<file path="config.mk">
export PLATFORM = sky130hd
export DESIGN_NAME = sps_core
export DESIGN_NICKNAME = d
export VERILOG_FILES = /design/src/sps_pkg.sv /design/src/sps_core.sv
export SDC_FILE = /design/constraint.sdc
export NUM_CORES = 2
export LEC_CHECK = 0
export BUFFER_PORTS_ARGS = -buffer_cell sky130_fd_sc_hd__buf_4
export CAP_MARGIN = 30
export CORE_MARGIN = 1.5
export CORE_UTILIZATION = 40
export DETAILED_ROUTE_END_ITERATION = 8
export PLACE_DENSITY_LB_ADDON = 0.08
export SKIP_CTS_REPAIR_TIMING = 1
export SYNTH_ARGS = -nofsm -noshare
export SYNTH_HDL_FRONTEND = slang
export SYNTH_SLANG_ARGS = --single-unit
</file>
<file path="constraint.sdc">
create_clock -name clk_in -period 13 [get_ports clk_in]
set_clock_uncertainty 0.15 [all_clocks]
set_input_delay 0 -clock clk_in [delete_from_list [all_inputs] [get_ports clk_in]]
set_output_delay 0 -clock clk_in [all_outputs]
set_load 0.01 [all_outputs]
</file>
<file path="src/sps_pkg.sv">
// Purpose: Shared constants for the supply program sequencer.
// Assumes: Avalon-MM slave, 32-bit data, word addressed by byte offset.
// Notes:   Levels are raw fixed-point codes; scaling is done by software.
package sps_pkg;
    // Register byte offsets
    localparam logic [7:0] SPS_REG_CMD        = 8'h00;
    localparam logic [7:0] SPS_REG_ARG        = 8'h04;
    localparam logic [7:0] SPS_REG_RESULT     = 8'h08;
    localparam logic [7:0] SPS_REG_STATUS     = 8'h0C;
    localparam logic [7:0] SPS_REG_QUEST      = 8'h10;
    localparam logic [7:0] SPS_REG_ERROR      = 8'h14;
    localparam logic [7:0] SPS_REG_MEAS_AMPS  = 8'h18;
    localparam logic [7:0] SPS_REG_MEASURE_POTENTIAL_QUERY  = 8'h1C;
    localparam logic [7:0] SPS_REG_DRIVE_AMPS = 8'h20;
    localparam logic [7:0] SPS_REG_DRIVE_VOLT = 8'h24;

    // Command codes written to the command register
    localparam logic [7:0] SPS_CMD_SET_START    = 8'h01;
    localparam logic [7:0] SPS_CMD_GET_START    = 8'h02;
    localparam logic [7:0] SPS_CMD_SET_INDEX    = 8'h03;
    localparam logic [7:0] SPS_CMD_GET_INDEX    = 8'h04;
    localparam logic [7:0] SPS_CMD_SET_STEP_V   = 8'h05;
    localparam logic [7:0] SPS_CMD_GET_STEP_V   = 8'h06;
    localparam logic [7:0] SPS_CMD_SET_STEP_OV  = 8'h07;
    localparam logic [7:0] SPS_CMD_GET_STEP_OV  = 8'h08;
    localparam logic [7:0] SPS_CMD_SET_DWELL    = 8'h09;
    localparam logic [7:0] SPS_CMD_GET_DWELL    = 8'h0A;
    localparam logic [7:0] SPS_CMD_SET_NEXT     = 8'h0B;
    localparam logic [7:0] SPS_CMD_GET_NEXT     = 8'h0C;
    localparam logic [7:0] SPS_CMD_MEAS_AMPS    = 8'h0D;
    localparam logic [7:0] SPS_CMD_MEASURE_POTENTIAL_QUERY    = 8'h0E;
    localparam logic [7:0] SPS_CMD_READ_AMPS    = 8'h0F;
    localparam logic [7:0] SPS_CMD_READ_VOLT    = 8'h10;
    localparam logic [7:0] SPS_CMD_SET_OUTPUT   = 8'h11;
    localparam logic [7:0] SPS_CMD_GET_OUTPUT   = 8'h12;
    localparam logic [7:0] SPS_CMD_SET_DELAY    = 8'h13;
    localparam logic [7:0] SPS_CMD_GET_DELAY    = 8'h14;
    localparam logic [7:0] SPS_CMD_PROG_RUN     = 8'h15;
    localparam logic [7:0] SPS_CMD_PROG_STOP    = 8'h16;
    localparam logic [7:0] SPS_CMD_GET_PROG     = 8'h17;
    localparam logic [7:0] SPS_CMD_SET_AMPS     = 8'h18;
    localparam logic [7:0] SPS_CMD_GET_AMPS     = 8'h19;
    localparam logic [7:0] SPS_CMD_GET_AMPS_MAX = 8'h1A;
    localparam logic [7:0] SPS_CMD_GET_AMPS_MIN = 8'h1B;
    localparam logic [7:0] SPS_CMD_SET_HILIM    = 8'h1C;
    localparam logic [7:0] SPS_CMD_SET_TRIG_A   = 8'h1D;
    localparam logic [7:0] SPS_CMD_GET_TRIG_A   = 8'h1E;
    localparam logic [7:0] SPS_CMD_TRIGGER      = 8'h1F;
    localparam logic [7:0] SPS_CMD_RESET        = 8'h20;
    localparam logic [7:0] SPS_CMD_SET_VOLT     = 8'h21;

    // Command argument field: bit 16 flags trailing range characters
    localparam int SPS_ARG_EXTRA_BIT = 16;

    localparam logic [15:0] SPS_ERR_RANGE = 16'hFF22; // -222
    localparam int          SPS_QUEST_WARN_BIT = 13;

    // Location numbering
    localparam logic [5:0] SPS_LOC_MIN = 6'h01;
    localparam logic [5:0] SPS_LOC_MAX = 6'h28;

    // Reset values of the working registers
    localparam logic [5:0]  SPS_RST_START = 6'h01;
    localparam logic [5:0]  SPS_RST_INDEX = 6'h01;
    localparam logic [15:0] SPS_RST_HILIM = 16'hFFFF;

    // Timing: dwell unit 0.01 s, trip-delay unit 0.033 ms
    localparam int CLK_HZ           = 50_000_000;
    localparam int DWELL_UNIT_US    = 10_000;
    localparam int DWELL_UNIT_CYC   = DWELL_UNIT_US * (CLK_HZ / 1_000_000);
    localparam int TRIP_UNIT_NS     = 33_000;
    localparam int TRIP_UNIT_CYC    = TRIP_UNIT_NS / (1_000_000_000 / CLK_HZ);
    localparam logic [14:0] SPS_DWELL_MAX = 15'h7530; // 300 s
    localparam logic [17:0] SPS_DELAY_MAX = 18'h3E5D5; // ~8.43 s
endpackage

</file>
<file path="src/sps_core.sv">
// Purpose: Command core of a programmable DC source with stored program.
// Assumes: Commands arrive as code plus argument over Avalon-MM.
// Notes:   Program memory is held in flops; retention is the host's concern.
// Behaviour
// [RULE1] Start location 1..40 begins run
// [RULE2] Start location kept in retained storage; here rst_in reloads it to SPS_RST_START
// [RULE3] Start query returns last written value
// [RULE4] Step voltage stored; out of range posts -222
// [RULE5] Step protection stored; out of range posts -222
// [RULE6] Step voltage query reads indexed location
// [RULE7] Step protection query reads indexed location
// [RULE8] Measurement queries return sensed terminal values
// [RULE9] Extra query characters set questionable bit 13
// [RULE10] Read queries equal measurement queries
// [RULE11] Output enabled after power-up
// [RULE12] Off saves levels, drives zero; on restores
// [RULE13] Output query answers 0 off, 1 on
// [RULE14] Trip delay counted in 0.033 ms steps
// [RULE15] Delayed trip only if fault persists
// [RULE16] Run starts at start location; stop halts
// [RULE17] Keyboard locked while program runs
// [RULE18] Reset command aborts running program
// [RULE19] Program query answers 1 running, 0 stopped
// [RULE20] Level over maximum errors; over limit clamps
// [RULE21] Level query: programmed, maximum, or zero
// [RULE22] Triggered level applied on trigger command
// [RULE23] Dwell 0.01..300 s; zero skips location
// [RULE24] Next location zero ends program
// [RULE25] Index selects one of 40 locations
// [RULE26] Chain end clears run and lock together
`timescale 1ns/100ps
`default_nettype none
module sps_core
    import sps_pkg::*;
#(
    parameter int        LEVEL_W    = 16,
    parameter logic [15:0] AMPS_MAX = 16'hC350,
    parameter logic [15:0] VOLT_MAX = 16'hC350,
    parameter int        DWELL_CYC  = DWELL_UNIT_CYC,
    parameter int        TRIP_CYC   = TRIP_UNIT_CYC
) (
    input  wire logic               clk_in,
    input  wire logic               rst_in,
    input  wire logic [7:0]         avs_address_in,
    input  wire logic               avs_read_in,
    input  wire logic               avs_write_in,
    input  wire logic [31:0]        avs_writedata_in,
    input  wire logic [3:0]         avs_byteenable_in,
    output logic [31:0]             avs_readdata_out,
    output logic                    avs_waitrequest_out,
    input  wire logic [15:0]        sense_amps_in,
    input  wire logic [15:0]        sense_volt_in,
    input  wire logic               fault_ov_in,
    input  wire logic               fault_oc_in,
    output logic [15:0]             drive_amps_out,
    output logic [15:0]             drive_volt_out,
    output logic [15:0]             drive_ovp_out,
    output logic                    keyboard_lock_out,
    output logic                    protection_tripped_out
);
    typedef enum logic [1:0] {
        SPS_IDLE  = 2'b00,
        SPS_LOAD  = 2'b01,
        SPS_DWELL = 2'b10
    } sps_seq_e;

    typedef struct packed {
        logic [31:0]  rdata;
        logic         ack;
        logic [31:0]  arg;
        logic [31:0]  result;
        logic [15:0]  err;
        logic [15:0]  quest;
        logic [5:0]   start;
        logic [5:0]   index;
        logic         out_en;
        logic [15:0]  amps;
        logic [15:0]  volt;
        logic [15:0]  hilim;
        logic [15:0]  trig_amps;
        logic [17:0]  delay;
        logic [17:0]  trip_cnt;
        logic [15:0]  trip_pre;
        logic         tripped;
        sps_seq_e     seq;
        logic         running;
        logic [5:0]   cur;
        logic [14:0]  dwell_left;
        logic [19:0]  dwell_pre;
        logic [15:0]  d_amps;
        logic [15:0]  d_volt;
        logic [15:0]  d_ovp;
    } sps_state_s;

    sps_state_s st;
    sps_state_s next_st;

    // Program memory, one entry per location, retained across host resets
    logic [15:0] mem_volt  [1:40];
    logic [15:0] mem_ovp   [1:40];
    logic [14:0] mem_dwell [1:40];
    logic [5:0]  mem_next  [1:40];

    logic        cmd_go;
    logic [7:0]  cmd_code;
    logic [15:0] cmd_val;

    function automatic logic loc_ok(input logic [15:0] v);
        return (v >= 16'(SPS_LOC_MIN)) && (v <= 16'(SPS_LOC_MAX));
    endfunction

    function automatic logic [15:0] clamp_amps(input logic [15:0] v, input logic [15:0] lim);
        return (v > lim) ? lim : v;
    endfunction

    assign cmd_go   = avs_write_in && !st.ack && avs_address_in == SPS_REG_CMD;
    assign cmd_code = avs_writedata_in[7:0];
    assign cmd_val  = st.arg[15:0];

    always_comb begin
        next_st = st;
        next_st.ack = 1'b0;
        if ((avs_read_in || avs_write_in) && !st.ack) begin
            next_st.ack = 1'b1;
        end
        if (avs_read_in && !st.ack) begin
            case (avs_address_in)
                SPS_REG_ARG:        next_st.rdata = st.arg;
                SPS_REG_RESULT:     next_st.rdata = st.result;
                SPS_REG_STATUS:     next_st.rdata = {26'h0, st.tripped, st.running, 3'h0, st.out_en};
                SPS_REG_QUEST:      next_st.rdata = {16'h0, st.quest};
                SPS_REG_ERROR:      next_st.rdata = {16'h0, st.err};
                SPS_REG_MEAS_AMPS:  next_st.rdata = {16'h0, sense_amps_in};
                SPS_REG_MEASURE_POTENTIAL_QUERY:  next_st.rdata = {16'h0, sense_volt_in};
                SPS_REG_DRIVE_AMPS: next_st.rdata = {16'h0, st.d_amps};
                SPS_REG_DRIVE_VOLT: next_st.rdata = {16'h0, st.d_volt};
                default:            next_st.rdata = 32'h0;
            endcase
        end
        if (avs_write_in && !st.ack && avs_address_in == SPS_REG_ARG) begin
            next_st.arg = avs_writedata_in;
        end
        if (avs_write_in && !st.ack && avs_address_in == SPS_REG_ERROR) begin
            next_st.err = 16'h0;
        end
        if (avs_write_in && !st.ack && avs_address_in == SPS_REG_QUEST) begin
            next_st.quest = 16'h0;
        end

        // Protection delay: prescaler then count of 0.033 ms steps
        if (fault_ov_in || fault_oc_in) begin
            if (st.delay == 18'h0) begin
                next_st.tripped = 1'b1; // [RULE14]
            end else if (st.trip_pre >= 16'(TRIP_CYC - 1)) begin
                next_st.trip_pre = 16'h0;
                next_st.trip_cnt = st.trip_cnt + 18'h1;
                if (st.trip_cnt + 18'h1 >= st.delay) begin
                    next_st.tripped = 1'b1; // [RULE15]
                end
            end else begin
                next_st.trip_pre = st.trip_pre + 16'h1;
            end
        end else begin
            next_st.trip_pre = 16'h0; // [RULE15]
            next_st.trip_cnt = 18'h0;
        end

        // Sequencer
        case (st.seq)
            SPS_IDLE: ;
            SPS_LOAD: begin
                if (st.cur == 6'h0 || st.cur > SPS_LOC_MAX) begin
                    next_st.seq = SPS_IDLE; // [RULE24]
                    next_st.running = 1'b0; // [RULE26]
                end else if (mem_dwell[st.cur] == 15'h0) begin
                    next_st.cur = mem_next[st.cur]; // [RULE23]
                end else begin
                    next_st.volt = mem_volt[st.cur];
                    next_st.d_ovp = mem_ovp[st.cur];
                    next_st.dwell_left = mem_dwell[st.cur];
                    next_st.dwell_pre = 20'h0;
                    next_st.seq = SPS_DWELL;
                end
            end
            SPS_DWELL: begin
                if (st.dwell_pre >= 20'(DWELL_CYC - 1)) begin
                    next_st.dwell_pre = 20'h0;
                    next_st.dwell_left = st.dwell_left - 15'h1;
                    if (st.dwell_left == 15'h1) begin
                        next_st.cur = mem_next[st.cur]; // [RULE24]
                        next_st.seq = SPS_LOAD;
                    end
                end else begin
                    next_st.dwell_pre = st.dwell_pre + 20'h1;
                end
            end
            default: next_st.seq = SPS_IDLE;
        endcase

        if (cmd_go) begin
            case (cmd_code)
                SPS_CMD_SET_START: begin
                    if (loc_ok(cmd_val)) next_st.start = cmd_val[5:0];  // [RULE1] [RULE2]
                    else next_st.err = SPS_ERR_RANGE;
                end
                SPS_CMD_GET_START: next_st.result = {26'h0, st.start};  // [RULE3]
                SPS_CMD_SET_INDEX: begin
                    if (loc_ok(cmd_val)) next_st.index = cmd_val[5:0];  // [RULE25]
                    else next_st.err = SPS_ERR_RANGE;
                end
                SPS_CMD_GET_INDEX:   next_st.result = {26'h0, st.index};
                SPS_CMD_SET_STEP_V:  if (cmd_val > VOLT_MAX) next_st.err = SPS_ERR_RANGE;   // [RULE4]
                SPS_CMD_GET_STEP_V:  next_st.result = {16'h0, mem_volt[st.index]}; // [RULE6]
                SPS_CMD_SET_STEP_OV: if (cmd_val > VOLT_MAX) next_st.err = SPS_ERR_RANGE;   // [RULE5]
                SPS_CMD_GET_STEP_OV: next_st.result = {16'h0, mem_ovp[st.index]}; // [RULE7]
                SPS_CMD_SET_DWELL:   if (cmd_val > 16'(SPS_DWELL_MAX)) next_st.err = SPS_ERR_RANGE;
                SPS_CMD_GET_DWELL:   next_st.result = {17'h0, mem_dwell[st.index]};
                SPS_CMD_SET_NEXT:    if (cmd_val > 16'(SPS_LOC_MAX)) next_st.err = SPS_ERR_RANGE;
                SPS_CMD_GET_NEXT:    next_st.result = {26'h0, mem_next[st.index]};
                SPS_CMD_MEAS_AMPS, SPS_CMD_READ_AMPS: begin // [RULE10]
                    next_st.result = {16'h0, sense_amps_in}; // [RULE8]
                    if (st.arg[SPS_ARG_EXTRA_BIT]) next_st.quest[SPS_QUEST_WARN_BIT] = 1'b1; // [RULE9]
                end
                SPS_CMD_MEASURE_POTENTIAL_QUERY, SPS_CMD_READ_VOLT: begin // [RULE10]
                    next_st.result = {16'h0, sense_volt_in}; // [RULE8]
                    if (st.arg[SPS_ARG_EXTRA_BIT]) next_st.quest[SPS_QUEST_WARN_BIT] = 1'b1; // [RULE9]
                end
                SPS_CMD_SET_OUTPUT:  next_st.out_en = cmd_val[0]; // [RULE12]
                SPS_CMD_GET_OUTPUT:  next_st.result = {31'h0, st.out_en}; // [RULE13]
                SPS_CMD_SET_DELAY: begin
                    if ({st.arg[17:16], cmd_val} > SPS_DELAY_MAX) next_st.err = SPS_ERR_RANGE;
                    else next_st.delay = {st.arg[17:16], cmd_val}; // [RULE14]
                end
                SPS_CMD_GET_DELAY:   next_st.result = {14'h0, st.delay};
                SPS_CMD_PROG_RUN: begin
                    next_st.cur = st.start; // [RULE16]
                    next_st.running = 1'b1;
                    next_st.seq = SPS_LOAD;
                end
                SPS_CMD_PROG_STOP, SPS_CMD_RESET: begin // [RULE18]
                    next_st.running = 1'b0; // [RULE16]
                    next_st.seq = SPS_IDLE;
                    next_st.tripped = 1'b0;
                end
                SPS_CMD_GET_PROG:    next_st.result = {31'h0, st.running}; // [RULE19]
                SPS_CMD_SET_AMPS: begin
                    if (cmd_val > AMPS_MAX) next_st.err = SPS_ERR_RANGE; // [RULE20]
                    else next_st.amps = clamp_amps(cmd_val, st.hilim); // [RULE20]
                end
                SPS_CMD_SET_VOLT: begin
                    if (cmd_val > VOLT_MAX) next_st.err = SPS_ERR_RANGE;
                    else next_st.volt = cmd_val;
                end
                SPS_CMD_GET_AMPS:     next_st.result = {16'h0, st.amps}; // [RULE21]
                SPS_CMD_GET_AMPS_MAX: next_st.result = {16'h0, AMPS_MAX}; // [RULE21]
                SPS_CMD_GET_AMPS_MIN: next_st.result = 32'h0; // [RULE21]
                SPS_CMD_SET_HILIM:    next_st.hilim = cmd_val;
                SPS_CMD_SET_TRIG_A: begin
                    if (cmd_val > AMPS_MAX) next_st.err = SPS_ERR_RANGE;
                    else next_st.trig_amps = cmd_val; // [RULE22]
                end
                SPS_CMD_GET_TRIG_A:   next_st.result = {16'h0, st.trig_amps};
                SPS_CMD_TRIGGER:      next_st.amps = clamp_amps(st.trig_amps, st.hilim); // [RULE22]
                default:              next_st.err = SPS_ERR_RANGE;
            endcase
        end

        // Output stage: disabled or tripped drives zero, levels kept
        next_st.d_amps = (next_st.out_en && !next_st.tripped) ? next_st.amps : 16'h0; // [RULE12]
        next_st.d_volt = (next_st.out_en && !next_st.tripped) ? next_st.volt : 16'h0; // [RULE12]
    end

    always_ff @(posedge clk_in) begin
        if (rst_in) begin
            st <= '0;
            st.start <= SPS_RST_START;
            st.index <= SPS_RST_INDEX;
            st.out_en <= 1'b1; // [RULE11]
            st.hilim <= SPS_RST_HILIM;
            st.seq <= SPS_IDLE;
        end else begin
            st <= next_st;
        end
    end

    // Program memory writes; not cleared by reset so contents are retained
    always_ff @(posedge clk_in) begin
        if (cmd_go && !rst_in) begin
            case (cmd_code)
                SPS_CMD_SET_STEP_V:  if (cmd_val <= VOLT_MAX) mem_volt[st.index] <= cmd_val; // [RULE4]
                SPS_CMD_SET_STEP_OV: if (cmd_val <= VOLT_MAX) mem_ovp[st.index] <= cmd_val; // [RULE5]
                SPS_CMD_SET_DWELL:   if (cmd_val <= 16'(SPS_DWELL_MAX)) mem_dwell[st.index] <= cmd_val[14:0]; // [RULE23]
                SPS_CMD_SET_NEXT:    if (cmd_val <= 16'(SPS_LOC_MAX)) mem_next[st.index] <= cmd_val[5:0];  // [RULE24]
                default: ;
            endcase
        end
    end

    assign avs_readdata_out       = st.rdata;
    assign avs_waitrequest_out    = (avs_read_in || avs_write_in) && !st.ack;
    assign drive_amps_out         = st.d_amps;
    assign drive_volt_out         = st.d_volt;
    assign drive_ovp_out          = st.d_ovp;
    assign keyboard_lock_out      = st.running; // [RULE17] [RULE26]
    assign protection_tripped_out = st.tripped;
endmodule
`default_nettype wire

</file>
==> results by group <==
Placed design
  • Routability Congestion: 0.906
  • Port bufs: 160
  • Detail Placement HPWL: 242000 um
  • Placed Cells: 10900
  • Placed Area: 0.122 mm^2
  • Worst slack at placement: 6.32 ns

Setup path
  • Setup crit end kind: flop
  • WS Path Type: flop to flop
  • Critical path's slowest cell: dfxtp_4
  • CP most frequent cell: buf_4
  • Nature of the critical path startpoint: flop
  • CP max FO: 38
  • Critical path, cell by cell: buf_4, buf_4, mux4_2, a21oi_1, o21ai_0, nor3_1, and4_1, buf_4, inv_2, o21ai_4, nand2_2, o311ai_0
  • Worst Path Required: 13.62 ns
  • Critical path arrival: 7.12 ns
  • CP peak stage delay: 0.75 ns

Cells and area
  • Post-Layout Cell Count: 11600
  • Share of cells above drive strength 1: 0.275
  • Post-layout util: 0.463
  • Area Growth Syn to Fin: 14.7%
  • Fill cells: 25000
  • Most common cell after layout, fill and taps aside: edfxtp_1
  • Nets@finish: 7640
  • Most frequent cells in the layout: 2120 x edfxtp_1, 1068 x mux4_2, 481 x mux2i_1
  • Final Cell Area: 0.134 mm^2

Clock network
  • Clock Path Buffers: 4
  • CTS tree: built
  • H-Tree Depth: 5
  • TritonCTS Buffers: 284
  • Clk sink count: 2448
  • Skew-Pair Late Insertion Delay: 0.91 ns
  • CTS Root Cell: clkbuf_16
  • Clock slew at reported path FFs: 0.06 ns

Routing
  • Total wire length: 397000 um
  • Drt first pass iters: 9
  • Detailed-route DRC error count: 0
  • Via count: 71800
  • Starting DRT DRC Count: 8283
  • Post-route ant nets: 0
  • Wirelength per Cell: 34.2 um
  • Via/cell ratio: 6.19

STA
  • TNS Setup: 0 ns
  • Fmax: 154 MHz
  • Slew @ Worst Pin: 1.21 ns
  • Min Tclk post-route: 6.50 ns
  • Final hold vios: 1
  • Tcrit/Tclk final: 0.500
  • Hold slack: -0.0449 ns
  • RSZ-0062 raised after global routing: false
  • Slew headroom: 0.184
  • Final worst slack: 6.50 ns
  • Final Max Slew Viols: 0
  • # setup viols final: 0

Yosys
  • Syn_nets: 7327
  • Post-synth EDFFs: 2120
  • Cell Area, Synth: 0.116 mm^2
  • Synth unique cells: 84
  • #FFs+latches synth: 2448
  • Synth warn: 0
  • Sequential fraction of the synthesis area: 0.603
  • Mapped Avg Cell Area: 16.2 um^2
  • Cell count after synthesis: 7184
  • FFs w/ async S/R, synth: 0
  • Top FF cell, synth: edfxtp_1

Power
  • Peak VDD IR: 94.5 uV
  • NetSw: 3370 uW
  • Comb pwr share: 0.007
  • Switching power share of the total: 0.205
  • P_leak: 0.0465 uW
  • Power Density: 123 mW/mm^2
  • Seq pwr share: 0.511
  • Internal power: 13100 uW
  • Clock Power Share: 0.482

GRT
  • Initial antenna violation count: 16
  • Pin count of the biggest net entering global routing: 129
  • M2 GR Usage: 0.420
  • GR Util met3: 0.0530
  • Global route hottest layer: met2
  • First-pass GRT wire length: 551000 um
  • Congestion Overflow GR: 0
  • Gr usage total: 0.265
  • Global-route met1 utilization: 0.364
  • Number of global-route vias before repair: 71300

Floorplan
  • Placeable Area: 0.289 mm^2
  • Die area: 0.294 mm^2
  • Die height: 543 um
  • Die width: 543 um
  • # IOs: 165
  • Starting density of the core: 0.403
  • Row count: 197

Outcome
  • Status: finished, violations left
  • Failing checks: negative hold slack

Flow run
  • Max Cap Viol: 0

Min path
  • Hold Path Class: primary input to flop
==> kinds of logic after synthesis <==
family                   after synthesis  share of synthesized area
XOR/XNOR                              53                    0.00399
buffers and inverters                704                     0.0296
AND/OR/NAND/NOR                     1341                     0.0503
adder cells (fa/ha/maj)               61                    0.00655
AO/OA/AOI/OAI                       1002                     0.0562
multiplexers                        1575                      0.250
flip-flops                          2448                      0.603
==> per-layer routing <==
layer  share of wire  wire (um)
met5        0.000025         10
met2            0.47     185000
met4           0.037      14600
met3           0.080      31600
met1            0.42     165000
==> power groups by stage <==
stage	registers, uW	clock network [uW]	logic [uW]
floorplan	8580	0	35.9
global placement	8570	0	80.3
detailed placement	8570	0	81.0
CTS	8410	8080	81.3
global route	8400	8350	120
finish	8410	7920	115
==> area by class of cell <==
class	instances	area, um^2	share of cell area
Antenna cell	4	10.0	0.0000749
Clock buffer	387	7820	0.0585
Clock inverter	111	1220	0.00916
Inverter	60	225	0.00169
Multi-Input combinational cell	4032	43200	0.323
Sequential cell	2448	70300	0.526
Tap cell	3880	4850	0.0363
Timing Repair Buffer	671	5980	0.0447
==> flip-flops by register name, indices dropped and copies added (netlist names), named ones only <==
name                    count
cmd_val                    16
keyboard_lock_out           1
avs_readdata_out           32
mem_volt                  640
drive_ovp_out              16
protection_tripped_out      1
mem_next                  240
drive_amps_out             16
drive_volt_out             16
st                        224
mem_dwell                 600
mem_ovp                   640
==> synth_stat cells (all sizes together) (20+ instances only) <==
| cell type | instances | area share |
|---|---|---|
| mux2 | 26 | 0.0025 |
| o2111ai | 20 | 0.0015 |
| and3 | 25 | 0.0014 |
| nand3 | 88 | 0.0038 |
| nor4 | 30 | 0.0018 |
| o22ai | 49 | 0.0026 |
| nor2b | 27 | 0.0015 |
| mux2i | 481 | 0.041 |
| nor3 | 83 | 0.0036 |
| mux4 | 1068 | 0.21 |
| nand4 | 30 | 0.0016 |
| ha | 61 | 0.0066 |
| nand2 | 425 | 0.014 |
| xor2 | 26 | 0.0020 |
| edfxtp | 2120 | 0.55 |
| o211ai | 66 | 0.0043 |
| a22oi | 145 | 0.0093 |
| inv | 60 | 0.0019 |
| o21ai | 157 | 0.0069 |
| a21oi | 323 | 0.014 |
| a211oi | 84 | 0.0056 |
| dfxtp | 328 | 0.056 |
| buf | 296 | 0.016 |
| clkbuf | 348 | 0.011 |
| xnor2 | 27 | 0.0020 |
| nor2 | 550 | 0.018 |
==> final timing paths <==
| path | from | endpoint | slack (ns) | cells after the start |
|---|---|---|---|---|
| setup reg to reg | st[83]$_SDFF_PP0_ | st[53]$_SDFFE_PP0P_ | 6.50 | 12 |
| hold / removal | sense_volt_in[7] | st[261]$_SDFFE_PP0P_ | -0.04 | 6 |
| setup / recovery | st[83]$_SDFF_PP0_ | st[53]$_SDFFE_PP0P_ | 6.50 | 12 |
| hold reg to reg | avs_readdata_out[28]$_SDFFE_PP0P_ | avs_readdata_out[28]$_SDFFE_PP0P_ | 0.31 | 2 |
==> worst max-delay path: cells and delay by family (launching register included) <==
family,cells,cell delay [ns]
buf+inv,4,1.84
flops,1,0.75
mux,1,0.58
compound gates,4,1.43
simple gates,3,1.57
==> stage by stage <==
stage | power [uW] | hold WS, ns
after floorplan | 8620 | -0.0140
after global placement | 8650 | 0.101
after detailed placement | 8660 | 0.110
after CTS | 16600 | -0.862
after global routing | 16900 | 0.0106
final | 16400 | -0.0449
(Power assumes the default switching activity.)
